$ cat src/obcfg_defs.svh
`ifndef OBCFG_DEFS_SVH
`define OBCFG_DEFS_SVH

// ****************************************************************
// Register indices; the byte address is four times the index.
// ****************************************************************
`define OBCFG_IDX_LEVEL_LOW   6'h04
`define OBCFG_IDX_LEVEL_MID   6'h05
`define OBCFG_IDX_BIAS_SET    6'h06
`define OBCFG_IDX_LOGIC_DRV   6'h07
`define OBCFG_IDX_LOGIC_FMT   6'h08
`define OBCFG_NUM_WORDS       5

// ****************************************************************
// Reset values and writable-bit masks.
// ****************************************************************
`define OBCFG_RST_LEVEL_LOW   16'h36ff
`define OBCFG_RST_LEVEL_MID   16'h4936
`define OBCFG_RST_BIAS_SET    16'hb6dc
`define OBCFG_RST_LOGIC_DRV   16'h0001
`define OBCFG_RST_LOGIC_FMT   16'h0120
`define OBCFG_WM_LEVEL_LOW    16'h3fff
`define OBCFG_WM_LEVEL_MID    16'h7fff
`define OBCFG_WM_BIAS_SET     16'hffff
`define OBCFG_WM_LOGIC_DRV    16'h7fff
`define OBCFG_WM_LOGIC_FMT    16'h01ff

// ****************************************************************
// Field positions (least significant bit).
// ****************************************************************
`define OBCFG_F_MAIN_ON       0
`define OBCFG_F_REF_ON        4
`define OBCFG_F_MAIN0_LVL     8
`define OBCFG_F_MAIN1_LVL     11
`define OBCFG_F_MAIN2_LVL     0
`define OBCFG_F_MAIN3_LVL     3
`define OBCFG_F_REF0_LVL      6
`define OBCFG_F_REF1_LVL      9
`define OBCFG_F_REF2_LVL      12
`define OBCFG_F_REF3_LVL      0
`define OBCFG_F_REF0_BIAS     3
`define OBCFG_F_REF1_BIAS     6
`define OBCFG_F_REF2_BIAS     9
`define OBCFG_F_REF3_BIAS     12
`define OBCFG_F_FCLK_ON       15
`define OBCFG_F_FREF_ON       0
`define OBCFG_F_FCLK_LVL      1
`define OBCFG_F_FREF_LVL      4
`define OBCFG_F_FCLK_PRE      7
`define OBCFG_F_FREF_PRE      9
`define OBCFG_F_FCLK_BIAS     11
`define OBCFG_F_FREF_BIAS     13
`define OBCFG_F_FCLK_FMT      0
`define OBCFG_F_FREF_FMT      2
`define OBCFG_F_FSUB_ON       5
`define OBCFG_F_FPRE_DIV      6

// ****************************************************************
// Driver format codes.
// ****************************************************************
`define OBCFG_FMT_LVDS        2'h0
`define OBCFG_FMT_CML         2'h2

`endif

$ cat src/obcfg_pkg.sv
package obcfg_pkg;

	// ****************************************************************
	// Static control levels toward the analog output drivers.
	// ****************************************************************
	typedef struct packed {
		logic [3:0]      main_out_on;
		logic [3:0]      frame_ref_on;
		logic [3:0][2:0] main_out_level;
		logic [3:0][2:0] frame_ref_level;
		logic [3:0][2:0] frame_ref_bias;
		logic            fabric_clk_on;
		logic            fabric_ref_on;
		logic [1:0]      fabric_clk_bias;
		logic [1:0]      fabric_ref_bias;
		logic [1:0]      fabric_clk_predrive;
		logic [1:0]      fabric_ref_predrive;
		logic [2:0]      fabric_clk_level;
		logic [2:0]      fabric_ref_level;
		logic [1:0]      fabric_clk_driver_type;
		logic [1:0]      fabric_ref_driver_type;
		logic            fabric_subsys_on;
		logic [2:0]      fabric_pre_div;
	} obcfg_drive_t;

	typedef logic [4:0][15:0] obcfg_words_t;

endpackage

$ cat src/obcfg_regs.sv
`timescale 1ns/100ps
`include "obcfg_defs.svh"

// Operation
// Software writes zero into reserved fields.
// Main output 1 level, bits 13-11, reset 6.
// Main output 0 level, bits 10-8, reset 6.
// Frame reference enables 3..0 in bits 7..4.
// Main output enables 3..0 in bits 3..0.
// Word 5 resets 0x4936, main levels 3,2.
// Word 5 holds frame reference levels 2..0.
// Software pairs each level with its bias.
// Word 6 resets 0xb6dc, clock enable, level 3.
// Word 6 holds frame reference biases 3..0.
// Word 7 resets 0x0001, bit 0 reference enable.
// Fabric reference bias applies only in LVDS.
// Fabric clock bias applies only in LVDS.
// Fabric reference predrive, bits 10-9, reset 0.
// Fabric clock predrive, bits 8-7, reset 0.
// Fabric reference level applies only in CML.
// Fabric clock level applies only in CML.
// Word 8 resets to 0x0120.
// Driver type 0 LVDS, 2 CML, else reserved.
// Outputs follow stored fields, reset restores them.

module obcfg_regs
	import obcfg_pkg::*;
(
	// Clock and reset
	input  wire logic         pclk,
	input  wire logic         presetn,
	// APB slave
	input  wire logic         psel,
	input  wire logic         penable,
	input  wire logic         pwrite,
	input  wire logic [7:0]   paddr,
	input  wire logic [31:0]  pwdata,
	input  wire logic [3:0]   pstrb,
	output logic      [31:0]  prdata,
	output logic              pready,
	output logic              pslverr,
	// Analog driver controls
	output obcfg_drive_t      drive
);

	// ****************************************************************
	// Constants.
	// ****************************************************************
	localparam obcfg_words_t RST_WORDS = {
		`OBCFG_RST_LOGIC_FMT, `OBCFG_RST_LOGIC_DRV, `OBCFG_RST_BIAS_SET,
		`OBCFG_RST_LEVEL_MID, `OBCFG_RST_LEVEL_LOW};
	localparam obcfg_words_t WR_MASK = {
		`OBCFG_WM_LOGIC_FMT, `OBCFG_WM_LOGIC_DRV, `OBCFG_WM_BIAS_SET,
		`OBCFG_WM_LEVEL_MID, `OBCFG_WM_LEVEL_LOW};

	// ****************************************************************
	// Field decode from the stored words to driver controls.
	// ****************************************************************
	function automatic obcfg_drive_t decode(input obcfg_words_t w);
		obcfg_drive_t d;
		logic [1:0]   clk_fmt;
		logic [1:0]   ref_fmt;
		d = '0;
		clk_fmt = w[4][`OBCFG_F_FCLK_FMT +: 2];
		ref_fmt = w[4][`OBCFG_F_FREF_FMT +: 2];
		d.main_out_on        = w[0][`OBCFG_F_MAIN_ON +: 4];
		d.frame_ref_on       = w[0][`OBCFG_F_REF_ON +: 4];
		d.main_out_level[0]  = w[0][`OBCFG_F_MAIN0_LVL +: 3];
		d.main_out_level[1]  = w[0][`OBCFG_F_MAIN1_LVL +: 3];
		d.main_out_level[2]  = w[1][`OBCFG_F_MAIN2_LVL +: 3];
		d.main_out_level[3]  = w[1][`OBCFG_F_MAIN3_LVL +: 3];
		d.frame_ref_level[0] = w[1][`OBCFG_F_REF0_LVL +: 3];
		d.frame_ref_level[1] = w[1][`OBCFG_F_REF1_LVL +: 3];
		d.frame_ref_level[2] = w[1][`OBCFG_F_REF2_LVL +: 3];
		d.frame_ref_level[3] = w[2][`OBCFG_F_REF3_LVL +: 3];
		d.frame_ref_bias[0]  = w[2][`OBCFG_F_REF0_BIAS +: 3];
		d.frame_ref_bias[1]  = w[2][`OBCFG_F_REF1_BIAS +: 3];
		d.frame_ref_bias[2]  = w[2][`OBCFG_F_REF2_BIAS +: 3];
		d.frame_ref_bias[3]  = w[2][`OBCFG_F_REF3_BIAS +: 3];
		d.fabric_clk_on      = w[2][`OBCFG_F_FCLK_ON];
		d.fabric_ref_on      = w[3][`OBCFG_F_FREF_ON];
		d.fabric_clk_predrive = w[3][`OBCFG_F_FCLK_PRE +: 2];
		d.fabric_ref_predrive = w[3][`OBCFG_F_FREF_PRE +: 2];
		d.fabric_clk_driver_type = clk_fmt;
		d.fabric_ref_driver_type = ref_fmt;
		d.fabric_subsys_on   = w[4][`OBCFG_F_FSUB_ON];
		d.fabric_pre_div     = w[4][`OBCFG_F_FPRE_DIV +: 3];
		// Bias is only meaningful to a low-swing differential driver.
		if (clk_fmt == `OBCFG_FMT_LVDS) begin
			d.fabric_clk_bias = w[3][`OBCFG_F_FCLK_BIAS +: 2];
		end
		if (ref_fmt == `OBCFG_FMT_LVDS) begin
			d.fabric_ref_bias = w[3][`OBCFG_F_FREF_BIAS +: 2];
		end
		// Output level is only meaningful to a current-mode driver.
		if (clk_fmt == `OBCFG_FMT_CML) begin
			d.fabric_clk_level = w[3][`OBCFG_F_FCLK_LVL +: 3];
		end
		if (ref_fmt == `OBCFG_FMT_CML) begin
			d.fabric_ref_level = w[3][`OBCFG_F_FREF_LVL +: 3];
		end
		return d;
	endfunction

	localparam obcfg_drive_t RST_DRIVE = decode(RST_WORDS);

	// ****************************************************************
	// APB decode.
	// ****************************************************************
	obcfg_words_t words_q;
	logic [2:0]   sel_idx;
	logic         hit;
	logic [15:0]  lane_mask;
	logic         wr_en;
	logic         pready_q;
	logic         pslverr_q;
	logic [31:0]  prdata_q;
	obcfg_drive_t drive_q;

	always_comb begin
		sel_idx = 3'h0;
		hit     = 1'b0;
		if (paddr[1:0] == 2'h0 && paddr[7:2] >= `OBCFG_IDX_LEVEL_LOW &&
		    paddr[7:2] <= `OBCFG_IDX_LOGIC_FMT) begin
			hit     = 1'b1;
			sel_idx = 3'(paddr[7:2] - `OBCFG_IDX_LEVEL_LOW);
		end
	end

	assign lane_mask = {{8{pstrb[1]}}, {8{pstrb[0]}}};
	assign wr_en     = psel & penable & pwrite & pready_q & hit;

	// One wait-free access phase: ready rises with every access phase.
	always_ff @(posedge pclk or negedge presetn) begin
		if (!presetn) begin
			pready_q  <= 1'b0;
			pslverr_q <= 1'b0;
		end else begin
			pready_q  <= psel & ~penable;
			pslverr_q <= psel & ~penable & ~hit;
		end
	end

	// Read data is captured in the setup cycle; reserved bits read zero.
	always_ff @(posedge pclk or negedge presetn) begin
		if (!presetn) begin
			prdata_q <= 32'h0000_0000;
		end else if (psel && !penable) begin
			prdata_q <= (hit && !pwrite) ? {16'h0000, words_q[sel_idx]}
			                             : 32'h0000_0000;
		end
	end

	// ****************************************************************
	// Register words; read-only reserved bits ignore writes.
	// ****************************************************************
	always_ff @(posedge pclk or negedge presetn) begin
		if (!presetn) begin
			words_q <= RST_WORDS;
		end else if (wr_en) begin
			for (int i = 0; i < `OBCFG_NUM_WORDS; i++) begin
				if (sel_idx == 3'(i)) begin
					words_q[i] <= (words_q[i] & ~(WR_MASK[i] & lane_mask)) |
					              (pwdata[15:0] & WR_MASK[i] & lane_mask);
				end
			end
		end
	end

	// ****************************************************************
	// Driver controls, registered from the stored words.
	// ****************************************************************
	always_ff @(posedge pclk or negedge presetn) begin
		if (!presetn) begin
			drive_q <= RST_DRIVE;
		end else begin
			drive_q <= decode(words_q);
		end
	end

	assign prdata  = prdata_q;
	assign pready  = pready_q;
	assign pslverr = pslverr_q;
	assign drive   = drive_q;

	// ****************************************************************
	// Assertions.
	// ****************************************************************
	logic wr_low_hi;
	logic wr_low_lo;
	logic wr_mid;
	logic wr_bias;
	logic wr_logic;
	assign wr_low_hi = wr_en && sel_idx == 3'h0 && pstrb[1];
	assign wr_low_lo = wr_en && sel_idx == 3'h0 && pstrb[0];
	assign wr_mid    = wr_en && sel_idx == 3'h1 && (&pstrb[1:0]);
	assign wr_bias   = wr_en && sel_idx == 3'h2 && (&pstrb[1:0]);
	assign wr_logic  = wr_en && sel_idx == 3'h3 && (&pstrb[1:0]);

	chk_main1_level: assert property (
		@(posedge pclk) disable iff (!presetn)
		wr_low_hi |-> ##2 drive.main_out_level[1] == $past(pwdata[13:11], 2))
		else $error("main output 1 level not taken from write");

	chk_main0_level: assert property (
		@(posedge pclk) disable iff (!presetn)
		wr_low_hi |-> ##2 drive.main_out_level[0] == $past(pwdata[10:8], 2))
		else $error("main output 0 level not taken from write");

	chk_enables_write: assert property (
		@(posedge pclk) disable iff (!presetn)
		wr_low_lo |-> ##2 drive.frame_ref_on == $past(pwdata[7:4], 2) &&
		                  drive.main_out_on == $past(pwdata[3:0], 2))
		else $error("output enables not taken from write");

	chk_mid_reset: assert property (
		@(posedge pclk) disable iff (!presetn)
		!$past(presetn) |-> words_q[1] == 16'h4936 &&
		                    drive.main_out_level[2] == 3'h6 &&
		                    drive.frame_ref_level[0] == 3'h4)
		else $error("level word reset value wrong");

	chk_ref_levels: assert property (
		@(posedge pclk) disable iff (!presetn)
		wr_mid |-> ##2 drive.frame_ref_level[2] == $past(pwdata[14:12], 2) &&
		               drive.frame_ref_level[1] == $past(pwdata[11:9], 2) &&
		               drive.main_out_level[3] == $past(pwdata[5:3], 2))
		else $error("frame reference levels not taken from write");

	chk_bias_reset: assert property (
		@(posedge pclk) disable iff (!presetn)
		!$past(presetn) |-> words_q[2] == 16'hb6dc && drive.fabric_clk_on &&
		                    drive.frame_ref_bias[3] == 3'h3)
		else $error("bias word reset value wrong");

	chk_logic_reset: assert property (
		@(posedge pclk) disable iff (!presetn)
		!$past(presetn) |-> words_q[3] == 16'h0001 && drive.fabric_ref_on &&
		                    words_q[4] == 16'h0120)
		else $error("logic words reset value wrong");

	chk_ref_bias_gate: assert property (
		@(posedge pclk) disable iff (!presetn)
		drive.fabric_ref_bias == ($past(words_q[4][3:2]) == 2'h0 ?
		                          $past(words_q[3][14:13]) : 2'h0))
		else $error("fabric reference bias not gated by LVDS format");

	chk_clk_bias_gate: assert property (
		@(posedge pclk) disable iff (!presetn)
		drive.fabric_clk_bias == ($past(words_q[4][1:0]) == 2'h0 ?
		                          $past(words_q[3][12:11]) : 2'h0))
		else $error("fabric clock bias not gated by LVDS format");

	chk_ref_level_gate: assert property (
		@(posedge pclk) disable iff (!presetn)
		drive.fabric_ref_level == ($past(words_q[4][3:2]) == 2'h2 ?
		                           $past(words_q[3][6:4]) : 3'h0))
		else $error("fabric reference level not gated by CML format");

	chk_clk_level_gate: assert property (
		@(posedge pclk) disable iff (!presetn)
		drive.fabric_clk_level == ($past(words_q[4][1:0]) == 2'h2 ?
		                           $past(words_q[3][3:1]) : 3'h0))
		else $error("fabric clock level not gated by CML format");

	chk_low_reset: assert property (
		@(posedge pclk) disable iff (!presetn)
		!$past(presetn) |-> words_q[0] == 16'h36ff &&
		                    drive.main_out_level[1] == 3'h6 &&
		                    drive.main_out_level[0] == 3'h6 &&
		                    drive.main_out_on == 4'hf &&
		                    drive.frame_ref_on == 4'hf)
		else $error("enable word reset value wrong");

	chk_main_enables: assert property (
		@(posedge pclk) disable iff (!presetn)
		wr_low_lo |-> ##2 drive.main_out_on == $past(pwdata[3:0], 2))
		else $error("main output enables not taken from write");

	chk_ref_bias: assert property (
		@(posedge pclk) disable iff (!presetn)
		wr_bias |-> ##2 drive.frame_ref_bias[3] == $past(pwdata[14:12], 2) &&
		                drive.frame_ref_bias[2] == $past(pwdata[11:9], 2) &&
		                drive.frame_ref_bias[1] == $past(pwdata[8:6], 2) &&
		                drive.frame_ref_bias[0] == $past(pwdata[5:3], 2))
		else $error("frame reference biases not taken from write");

	chk_ref3_level: assert property (
		@(posedge pclk) disable iff (!presetn)
		wr_bias |-> ##2 drive.frame_ref_level[3] == $past(pwdata[2:0], 2) &&
		                drive.fabric_clk_on == $past(pwdata[15], 2))
		else $error("bias word level or clock enable not taken");

	chk_fabric_ref_on: assert property (
		@(posedge pclk) disable iff (!presetn)
		wr_logic |-> ##2 drive.fabric_ref_on == $past(pwdata[0], 2))
		else $error("fabric reference enable not taken from write");

	chk_ref_predrive: assert property (
		@(posedge pclk) disable iff (!presetn)
		wr_logic |-> ##2 drive.fabric_ref_predrive == $past(pwdata[10:9], 2))
		else $error("fabric reference predrive not taken from write");

	chk_clk_predrive: assert property (
		@(posedge pclk) disable iff (!presetn)
		wr_logic |-> ##2 drive.fabric_clk_predrive == $past(pwdata[8:7], 2))
		else $error("fabric clock predrive not taken from write");

	chk_driver_type: assert property (
		@(posedge pclk) disable iff (!presetn)
		drive.fabric_clk_driver_type == $past(words_q[4][1:0]) &&
		drive.fabric_ref_driver_type == $past(words_q[4][3:2]))
		else $error("fabric driver types not taken from stored word");

	chk_unmapped_err: assert property (
		@(posedge pclk) disable iff (!presetn)
		psel && !penable && !hit |=> pslverr && prdata == 32'h0000_0000)
		else $error("unmapped access not flagged");

	chk_read_data: assert property (
		@(posedge pclk) disable iff (!presetn)
		psel && !penable && !pwrite && hit |=>
		prdata == {16'h0000, $past(words_q[sel_idx])})
		else $error("read data does not match the stored word");

	chk_reserved_zero: assert property (
		@(posedge pclk) disable iff (!presetn)
		pready |-> prdata[31:16] == 16'h0000 && !words_q[0][15] &&
		           !words_q[0][14] && words_q[4][15:9] == 7'h00)
		else $error("reserved bits not zero");

	chk_drive_steady: assert property (
		@(posedge pclk) disable iff (!presetn)
		!$past(wr_en) && !$past(wr_en, 2) |-> $stable(drive))
		else $error("driver controls changed without a write");

	chk_apb_ready: assert property (
		@(posedge pclk) disable iff (!presetn)
		psel && !penable |=> pready ##1 !pready)
		else $error("ready not given in the access phase");

	cov_write_low: cover property (
		@(posedge pclk) disable iff (!presetn) wr_low_hi);

	cov_cml_level: cover property (
		@(posedge pclk) disable iff (!presetn) drive.fabric_ref_level != 3'h0);

	cov_unmapped: cover property (
		@(posedge pclk) disable iff (!presetn) pready && pslverr);

	cov_lvds_bias: cover property (
		@(posedge pclk) disable iff (!presetn) drive.fabric_clk_bias != 2'h0);

	cov_write_bias: cover property (
		@(posedge pclk) disable iff (!presetn) wr_bias);

endmodule

$ cat config.mk
export PLATFORM = sky130hd
export DESIGN_NAME = obcfg_regs
export DESIGN_NICKNAME = d
export VERILOG_FILES = /design/src/obcfg_pkg.sv /design/src/obcfg_regs.sv
export VERILOG_INCLUDE_DIRS = /design/src
export SDC_FILE = /design/constraint.sdc
export NUM_CORES = 1
export LEC_CHECK = 0
export CORE_MARGIN = 5
export CORE_UTILIZATION = 45
export CTS_CLUSTER_DIAMETER = 100
export DETAILED_ROUTE_END_ITERATION = 6
export DONT_BUFFER_PORTS = 1
export GPL_TIMING_DRIVEN = 0
export PLACE_DENSITY = 0.62
export SLEW_MARGIN = 20
export SYNTH_ARGS = -nofsm -noshare
export SYNTH_HDL_FRONTEND = slang
export SYNTH_SLANG_ARGS = --single-unit
$ cat constraint.sdc
create_clock -name pclk -period 4.7 [get_ports pclk]
set_input_delay 0.47 -clock pclk [delete_from_list [all_inputs] [get_ports pclk]]
set_output_delay 0.47 -clock pclk [all_outputs]
set_load 0.02 [all_outputs]
; ---- Word-level counts from Yosys, hierarchy flattened
; Cells that the tools add are included.
; Widths: inputs -> output; s select.
[word_totals]
reg_bits = 182
inputBits = 49
output_inout_bits = 102
[classes]
addsub = 1
n_lt_le_gt_ge = 3
n_eq_ne = 6
n_mux = 9
n_bitwise = 26
n_reduce_logical = 15
[op_table]
columns = operator, n
row1 = $and 16x16->16, 6
row2 = $or 16x16->16, 5
row3 = $bmux 16 s3, 1
row4 = $mux 16, 2
row5 = $and 14x16->16, 1
row6 = $and 15x16->16, 1
row7 = $and 9x16->16, 1
row8 = $not 14->16, 1
row9 = $not 15->16, 1
row10 = $not 16->16, 1
row11 = $not 9->16, 1
row12 = $reduce_and 2->1, 5
row13 = $mux 3, 3
row14 = $and 1x1->1, 6
row15 = $eq 3x2->1 const B, 2
row16 = $ge 6x3->1 const B, 1
row17 = $le 6x4->1 const B, 1
row18 = $logic_not 2->1, 3
row19 = $eq 2x2->1 const B, 2
row20 = $logic_and 1x1->1, 4
row21 = $lt 3x4->1 const B, 1
row22 = $mux 2, 2
row23 = $eq 3x1->1 const B, 1
row24 = $eq 3x3->1 const B, 1
row25 = 5 further kinds, 7

; ---- Logic depth before layout (Yosys ltp)
; Gate-level depths: netlist of the first run.
[logic_depth]
ltp_word = 7
mapped_depth = 6

; ---- Worst setup path before layout of the first run
; OpenSTA, ideal clock, no wires.
[synth_timing]
kind = input to register
from = input paddr[4]
to = register prdata_q[0], in the netlist prdata[0]
setup_ps = 68
arrival_time_ps = 2162
slack_ps = 2470
path_stages = 6
path_buffers = 2
cell_sequence = buf_6 -> or4b_4 -> buf_6 -> a2111o_1 -> a2111oi_1 -> a221o_1
[synth_between]
elab_chain_cells = 7
elab_cells_between_ends = 11
classes_between = 1 x add/sub / 2 x order compare / 5 x mux / 3 x reduce/logical
[synth_rtl]
columns = element, line
row1 = start: declaration, obcfg_regs.sv:36  ; input wire logic [7:0] paddr,
row2 = $ge 6x3->1 (no source line), n/a
row3 = $logic_and 1x1->1 (no source line) (2 in series), n/a
row4 = $mux 3, obcfg_regs.sv:123  ; if (paddr[1:0] == 2'h0 && paddr[7:2] >= `OBCFG_IDX_LEVEL_LOW &&
row5 = $bmux 16 s3, obcfg_regs.sv:149  ; prdata_q <= (hit && !pwrite) ? {16'h0000, words_q[sel_idx]}
row6 = $mux 16 (implied by the code), obcfg_regs.sv:149
row7 = $mux 16 (*), obcfg_regs.sv:149
row8 = end signal: assignment, obcfg_regs.sv:149
row9 = end: declaration, obcfg_regs.sv:117  ; logic [31:0] prdata_q;
; Mark *: on every way between the ends. The rest lies on a longest branch, timed or not. The select of a mux whose other input is x is not followed.
; A chain may end at the register's enable or synchronous reset.

==> results of run 1 <==
-- layer usage --
metal  vias up  global-route usage [%]  part of all wire (%)
li1       1495                       -                     -
met1      1747                   23.72                    42
met2       137                   28.69                    48
met3        16                   7.846                   8.8
met4         0                   6.441                   1.5
met5         -                       0                     0
-- final cells by class --
class,instances,share of cell area [%]
timing repair buffer,1,0.3993
clock buffer,23,7.079
multi-input combinational,228,27.05
buffer,31,2.777
clock inverter,9,1.960
sequential,155,57.43
inverter,2,0.1089
tap,176,3.195
-- power groups by stage --
stage	combinational, mW	sequential [mW]	clock (mW)
after floorplan	0.0546	1.37	0
after global placement	0.0673	1.37	0
after detailed placement	0.0675	1.37	0
after CTS	0.0960	1.35	1.45
after global routing	0.106	1.35	1.51
final	0.0947	1.35	1.42
-- metrics by stage --
stage | area, µm² | std cells | power [mW] | worst slack [ps] | util [%]
global placement | 6236 | 592 | 1.437 | 1606 | 47.47
floorplan | 6016 | 416 | 1.423 | 2470 | -
CTS | 6893 | 625 | 2.890 | 2029 | 52.47
detailed placement | 6242 | 592 | 1.437 | 1596 | 47.51
global route | 6893 | 625 | 2.965 | 1983 | 52.47
finish | 6893 | 625 | 2.864 | 2080 | 52.47
-- kinds of logic (layout without fill, tap and decap cells) --
logic type / count (synthesis) / count (layout) / synth area share, %
multiplexers: 81 / 81 / 15.16
buffers and inverters: 33 / 66 / 3.338
other: 1 / 16 / 0.06293
flip-flops: 155 / 155 / 66.43
AO/OA/AOI/OAI: 57 / 57 / 7.076
AND/OR/NAND/NOR: 74 / 74 / 7.937
-- path summary, 6_finish.rpt --
check | from | to | slack, ps | depth (start not counted)
max | paddr[3] | register | 2080 | 5
min | presetn | drive[19]$_DFF_PN0_ | 30 | 1
max reg2reg | pready$_DFF_PN0_ | register | 2490 | 4
min reg2reg | register | drive[25]$_DFF_PN1_ | 370 | 0
max in group asynchronous | presetn | prdata[9]$_DFFE_PN0P_ | 4100 | 1
min in group pclk | pwdata[5] | register | 190 | 1
-- layout by cell type, fill, tap and decap left out, types with 2 or more instances in the layout --
cell type,synthesis,layout
conb_1,1,16
buf_4,16,16
mux2_2,74,74
clkbuf_8,0,4
a31oi_1,3,3
nor3_2,6,6
a22oi_1,3,3
o21a_1,2,2
a211oi_1,8,8
mux2i_1,7,7
nand3_1,4,4
nor2_1,5,5
a21oi_1,10,10
buf_6,2,2
clkbuf_1,12,14
and2_1,11,11
nor4_2,1,2
o31ai_1,4,4
o21ai_0,7,7
clkinvlp_4,0,3
dfrtp_1,91,91
a222oi_1,3,3
inv_1,2,2
nor3b_1,5,5
a221o_1,5,5
dfstp_2,64,64
nand2_1,13,13
clkbuf_16,0,17
or4bb_1,3,3
nor3_1,5,5
bufinv_16,0,3
a2111oi_1,3,3
nor2b_1,6,6
nand2b_1,5,5
-- worst reg2reg max path, stage by stage, from the launching register on --
cell	delay (ps)
dfrtp_1	450
and4_1	240
nand2_1	170
nor2_1	810
mux2_2	420
==> results.cfg, run 1 <==
[sta]
holdWs_ps = 27.73
tns_ps = 0
tightest_slew_ps = 1005
finalSetupViolations = 0
fin_skew_ps = 9.119
min_period_ps = 2620
slew_headroom_pct = 32.75
max_freq_ghz = 0.3817
slew_violations = 0
post-route-period-util_pct = 55.74
rsz0062_at_grt = no
hold_viol_final = 0

[layout]
ff_latch_area_um2 = 3959
multi_input_area_um2 = 1864
syn_to_final_growth_pct = 15.66
nets = 485
post_route_cells_drive_above_1_share_pct = 44.77
diodes = 0
fillers = 1132

[worst_setup_path]
crit_path_frequent_cell = clkbuf_1
worstPathRequired_ps = 5010
crit_fanout = 10
worst-endpoint-arrival_ps = 2930
cp_slowest_cell = nor3_2
path_buf_inv = 2
cp-end-kind = register
cp-start-kind = primary input
path_delay_family = buffers and inverters
cp_cell_sequence = clkbuf_1, clkbuf_1, nand2_1, nor3_2, mux2_2
crit_path_max_incr_delay_ps = 750
crit_type = primary input to register

[drt]
drc_errors = 0
wire_per_inst_um = 22.35
dr.pass1.iters = 4
routed_wl_mm = 13.97
ant_nets = 0
via_per_inst = 5.432
initialDrtViolationCount = 219
dr_total_vias = 3395

[floorplan]
dieArea_um2 = 15650
pin_count = 151
fp.dieH_um = 125.1
die_w_um = 125.1
core_area_um2 = 13140
initial_core_util_pct = 45.36
fp-row-count = 42

[logic_synthesis]
yosysMostFrequentCell = dfrtp_1
synthArstFlopShare_pct = 100.0
synth-seq-cells = 155
synth-seq-area-share_pct = 66.43
synthDistinctLibCells = 50
yosysWarnings = 0
postSynthAreaPerCell_um2 = 14.86
synth_flop_cell = dfrtp_1
syn_inst = 401
syn_area_um2 = 5959
synth_area_leaders = dfrtp_1, dfstp_2, mux2_2
yosysTopAreaCellShare_pct = 38.21
synth_edf_count = 0
yosysTopAreaCell = dfrtp_1
yosys-top-cells-count = dfrtp_1, mux2_2, dfstp_2, buf_4, nand2_1

[clocking]
cts-resized-gates = 0
htreeDepth = 4
post_cts_buffers = 0
cts_root_buf = clkbuf_16
cts_made_buffers = 17
clkSinkCount = 155
ctsHoldBuffers = 1
cts_tree = done
cts_buffer_depth = 2
clk_latency_ps = 420
path_clk_slew_ps = 60

[power_and_ir_drop]
p_seq_share_pct = 47.1
p_sw_mw = 0.6017
switching_share_pct = 21.01
p_clk_share_pct = 49.6
power.leakage_nw = 3.070
power_density_nw_per_um2 = 415.5
combPwrFrac_pct = 3.3
ir_drop_uv = 238.5
power.internal_mw = 2.263

[placement]
gp_congestion = 0.7601
dp_hpwl_mm = 9.541
io_buffers = 0

[grt]
grt_start_max_net_pins = 156
grt_pass1_wl_mm = 22.09
grt_usage_pct = 18.58
grt_overflow = 0
antenna_found_initial = 0
grt_pass1_vias = 3644

[min_path]
holdCritPathClass = primary input to async pin

[job]
cap_violations = 0

[outcome]
outcome = finished clean
Power figures use the tool's default switching activity.
==> run 2: changes to the inputs <==
--- a/config.mk
+++ b/config.mk
@@ -12,7 +12,7 @@
 export DETAILED_ROUTE_END_ITERATION = 6
 export DONT_BUFFER_PORTS = 1
 export GPL_TIMING_DRIVEN = 0
-export PLACE_DENSITY = 0.62
+export PLACE_DENSITY = 0.64
 export SLEW_MARGIN = 20
 export SYNTH_ARGS = -nofsm -noshare
 export SYNTH_HDL_FRONTEND = slang
==> constraint.sdc (replaced) <==
create_clock -name pclk -period 2.15 [get_ports pclk]
set_input_delay 0.215 -clock pclk [delete_from_list [all_inputs] [get_ports pclk]]
set_output_delay 0.215 -clock pclk [all_outputs]
set_load 0.02 [all_outputs]
==> results.cfg, run 2 (synthesis gave the netlist of run 1 again) <==
[grt]
grt_usage_pct = 18.89
grt_pass1_vias = 3827
grt_overflow = 0
grt_pass1_wl_mm = 22.54
grt_start_max_net_pins = 156
antenna_found_initial = 0

[sta]
slew_violations = 0
tightest_slew_ps = 935.9
finalSetupViolations = 23
hold_viol_final = 155
slew_headroom_pct = 37.26
post-route-period-util_pct = 104.4
fin_ws_ps = -93.72
rsz0062_at_grt = yes
min_period_ps = 2244
max_freq_ghz = 0.4457
holdWs_ps = -507.6
fin_skew_ps = 5.677

[worst_setup_path]
crit_type = primary input to register
cp_slowest_cell = nor3_2
r2r-start = pready$_DFF_PN0_
cp_cell_sequence = nor4_2, nand2_2, nor3_2, mux2_2
crit_fanout = 8
worstPathRequired_ps = 2450
path_buf_inv = 0
startpoint = paddr[1]
cp-start-kind = primary input
cp-end-kind = register
crit_path_max_incr_delay_ps = 820
worst-endpoint-arrival_ps = 2550
path_delay_family = simple AND/OR/NAND/NOR gates

[clocking]
cts_tree = done
clkSinkCount = 155
cts_made_buffers = 17
clk_latency_ps = 420
ctsHoldBuffers = 16
cts_buffer_depth = 2
htreeDepth = 4
cts_root_buf = clkbuf_16
path_clk_slew_ps = 60

[floorplan]
initial_core_util_pct = 45.36
pin_count = 151
fp-row-count = 42
core_area_um2 = 13140
die_w_um = 125.1
dieArea_um2 = 15650
fp.dieH_um = 125.1

[layout]
mostFrequentLayoutCells = dfrtp_1, mux2_2, dfstp_2
nets = 500
fillers = 1114
diodes = 0
post_route_cells_drive_above_1_share_pct = 44.40
multi_input_area_um2 = 1878
ff_latch_area_um2 = 3959
final_common_cell = dfrtp_1
syn_to_final_growth_pct = 17.68

[power_and_ir_drop]
power.leakage_nw = 3.128
power.internal_mw = 4.789
p_sw_mw = 1.262
switching_share_pct = 20.86
p_total_mw = 6.051
p_seq_share_pct = 48.7
power_density_nw_per_um2 = 862.8
ir_drop_uv = 548.8
combPwrFrac_pct = 3.1
p_clk_share_pct = 48.2

[drt]
drc_errors = 0
wire_per_inst_um = 22.20
via_per_inst = 5.419
dr_total_vias = 3468
ant_nets = 0
routed_wl_mm = 14.21
dr.pass1.iters = 4
initialDrtViolationCount = 242

[outcome]
outcome = finished, violations left
violations = hold timing, setup timing

[placement]
dp_hpwl_mm = 9.840
gp_congestion = 0.7786
io_buffers = 0

[min_path]
holdCritPathClass = primary input to async pin

[job]
cap_violations = 0
## run 2: cell types whose count changed in the layout (fill, tap and decap cells not counted), sizes merged
| cell | before | now |
|---|---|---|
| clkbuf | 35 | 36 |
| clkinvlp | 3 | 4 |
| bufinv | 3 | 1 |
| dlygate4sd3 | 0 | 16 |
| buf | 20 | 19 |
## run 2: power by group through the flow
stage	sequential (mW)	clock [mW]	combinational [mW]
floorplan	2.99	0	0.119
global placement	2.99	0	0.146
detailed placement	2.99	0	0.148
CTS	2.95	2.99	0.186
global route	2.95	3.12	0.204
finish	2.95	2.91	0.190
## run 2: cell type report
cell class / count / area share, %
timing repair buffer: 16 / 2.284
tap: 176 / 3.140
inverter: 2 / 0.1070
buffer: 31 / 2.765
clock inverter: 8 / 1.178
multi-input combinational: 228 / 26.78
sequential: 155 / 56.45
clock buffer: 24 / 7.297
## run 2: worst paths after layout
path                                              end  slack, ps  cells after the start
worst max-delay path                         register        -90                      4
worst min-delay path              drive[19]$_DFF_PN0_       -510                      0
worst max register to register               register        -20                      4
worst min register to register    drive[38]$_DFF_PN1_        370                      0
max in group asynchronous         drive[64]$_DFF_PN1_       2280                      0
min in group pclk               prdata[4]$_DFFE_PN0P_         50                      3
## run 2: per-layer routing
layer / part of all wire [%] / vias to the layer above / track usage, %
met3: 8.7 / 19 / 8.998
met5: 0 / - / 0
li1: - / 1521 / -
met1: 41 / 1801 / 23.50
met4: 1.6 / 0 / 5.740
met2: 49 / 127 / 29.48
## run 2: stage by stage
stage | utilization [%] | worst slack (ps) | cell area, µm² | setup TNS (ps) | instances
floorplan | - | 175.4 | 6016 | 0 | 416
global placement | 47.47 | -684.2 | 6236 | -28810 | 592
detailed placement | 47.47 | -775.5 | 6236 | -32310 | 592
CTS | 53.31 | -23.67 | 7004 | -66.22 | 640
global route | 53.38 | -123.1 | 7013 | -2110 | 640
finish | 53.38 | -93.72 | 7013 | -1053 | 640
## run 2: timing repair
item,4_1_cts,5_1_grt
resized for setup,5,1
hold endpoints to repair,224,155
setup endpoints to repair,31,43
setup buffers,0,0
## run 2: worst reg2reg max path: stages, from the launching register on
cell and delay (ps):
dfrtp_1 450, and4_1 230, nand2_1 210, nor3_2 750
mux2_2 420
==> run 3: changes to the inputs <==
--- a/config.mk
+++ b/config.mk
@@ -6,6 +6,7 @@
 export SDC_FILE = /design/constraint.sdc
 export NUM_CORES = 1
 export LEC_CHECK = 0
+export CORE_ASPECT_RATIO = 0.6
 export CORE_MARGIN = 5
 export CORE_UTILIZATION = 45
 export CTS_CLUSTER_DIAMETER = 100
==> results.cfg, run 3 (synthesis gave the netlist of run 1 again) <==
[clocking]
cts_buffer_depth = 2
cts_made_buffers = 17
path_clk_slew_ps = 60
ctsHoldBuffers = 16
clkSinkCount = 155
cts_root_buf = clkbuf_16
cts_tree = done
htreeDepth = 4
clk_latency_ps = 420

[layout]
mostFrequentLayoutCells = dfrtp_1, mux2_2, dfstp_2
nets = 499
final_common_cell = dfrtp_1
post_route_cells_drive_above_1_share_pct = 44.28
finalNonFillerCells = 633
syn_to_final_growth_pct = 18.77
fin_util_pct = 54.90
fillers = 1034
design_area_um2 = 7078
diodes = 0

[sta]
finalSetupViolations = 0
tightest_slew_ps = 912.0
max_freq_ghz = 0.4813
min_period_ps = 2078
hold_viol_final = 155
slew_headroom_pct = 38.69
fin_ws_ps = 72.50
post-route-period-util_pct = 96.63
holdWs_ps = -509.9
slew_violations = 0
tns_ps = 0
fin_skew_ps = 9.744
rsz0062_at_grt = yes

[worst_setup_path]
ff2ff_path_depth = 4
crit_fanout = 8
cp_slowest_cell = nor2_2
cp-end-kind = register
worst-endpoint-arrival_ps = 2370
r2r_slack_ps = 70
crit_path_max_incr_delay_ps = 590
crit_type = register to register
cp.depth = 4
worstPathRequired_ps = 2440
cp_cell_sequence = and4_1, nand2_1, nor2_2, mux2_2
path_buf_inv = 0
path_delay_family = simple AND/OR/NAND/NOR gates
cp-start-kind = register

[floorplan]
die_w_um = 158.6
pin_count = 151
initial_core_util_pct = 46.22
core_area_um2 = 12890
dieArea_um2 = 15720
fp-row-count = 32
fp.dieH_um = 99.14

[drt]
wire_per_inst_um = 23.12
initialDrtViolationCount = 227
dr.pass1.iters = 6
routed_wl_mm = 14.63
drc_errors = 0
ant_nets = 0
via_per_inst = 5.613
dr_total_vias = 3553

[grt]
grt_start_max_net_pins = 156
grt_pass1_wl_mm = 22.57
grt_usage_pct = 19.25
antenna_found_initial = 0
grt_pass1_vias = 3724
grt_overflow = 0

[outcome]
outcome = finished, violations left
violations = hold timing

[power_and_ir_drop]
power.leakage_nw = 3.209
power_density_nw_per_um2 = 895.0
p_total_mw = 6.335
ir_drop_uv = 588.2

[job]
cap_violations = 0

[placement]
io_buffers = 0
place_area_um2 = 6235
dp_hpwl_mm = 10.18
gp_congestion = 0.8420
dp.cells = 586
pre_cts_ws_ps = -715.0

[min_path]
holdCritPathClass = primary input to async pin
## run 3: cell types whose count changed in the layout (fill, tap and decap cells not counted)
cell | previous run | this run
nor3_2 | 5 | 0
nor4_2 | 2 | 1
clkinv_2 | 1 | 2
clkinv_4 | 1 | 2
inv_6 | 1 | 3
bufinv_16 | 1 | 4
clkbuf_8 | 6 | 1
clkinvlp_4 | 4 | 2
nor3_4 | 1 | 6
nor4_4 | 0 | 1
clkbuf_2 | 2 | 1
## run 3: power breakdown
part	internal (mW)	switching, mW	leakage (nW)
combinational	0.0744	0.123	0.976
sequential	2.93	0.0122	1.93
clock	1.99	1.21	0.304
total	4.99	1.34	3.21
## run 3: worst paths after layout
check	startpoint	endpoint
max in group asynchronous	presetn	drive[23]$_DFF_PN1_
setup / recovery	pready$_DFF_PN0_	register
setup reg to reg	pready$_DFF_PN0_	register
hold reg to reg	register	drive[64]$_DFF_PN1_
hold / removal	presetn	drive[36]$_DFF_PN0_
min in group pclk	paddr[7]	prdata[7]$_DFFE_PN0P_
## run 3: layout make-up
type | count | area (µm²) | area share, %
inverter | 2 | 7.507 | 0.1061
tap | 170 | 212.7 | 3.005
buffer | 30 | 188.9 | 2.669
sequential | 155 | 3959 | 55.93
clock inverter | 13 | 188.9 | 2.669
multi-input combinational | 228 | 1918 | 27.10
timing repair buffer | 16 | 160.2 | 2.263
clock buffer | 19 | 442.9 | 6.258
## run 3: routing by layer
layer	track usage (%)	share of wire [%]	vias up
met1	28.76	47	1843
li1	-	-	1528
met5	0	0	-
met2	26.10	42	161
met4	5.701	1.2	0
met3	7.130	10	21
## run 3: timing repair
action	4_1_cts	5_1_grt
endpoints found under the setup margin	44	51
resized for setup	4	7
endpoints found under the hold margin	224	155
buffers inserted	0	0
cloned	0	0
pin swaps	0	0
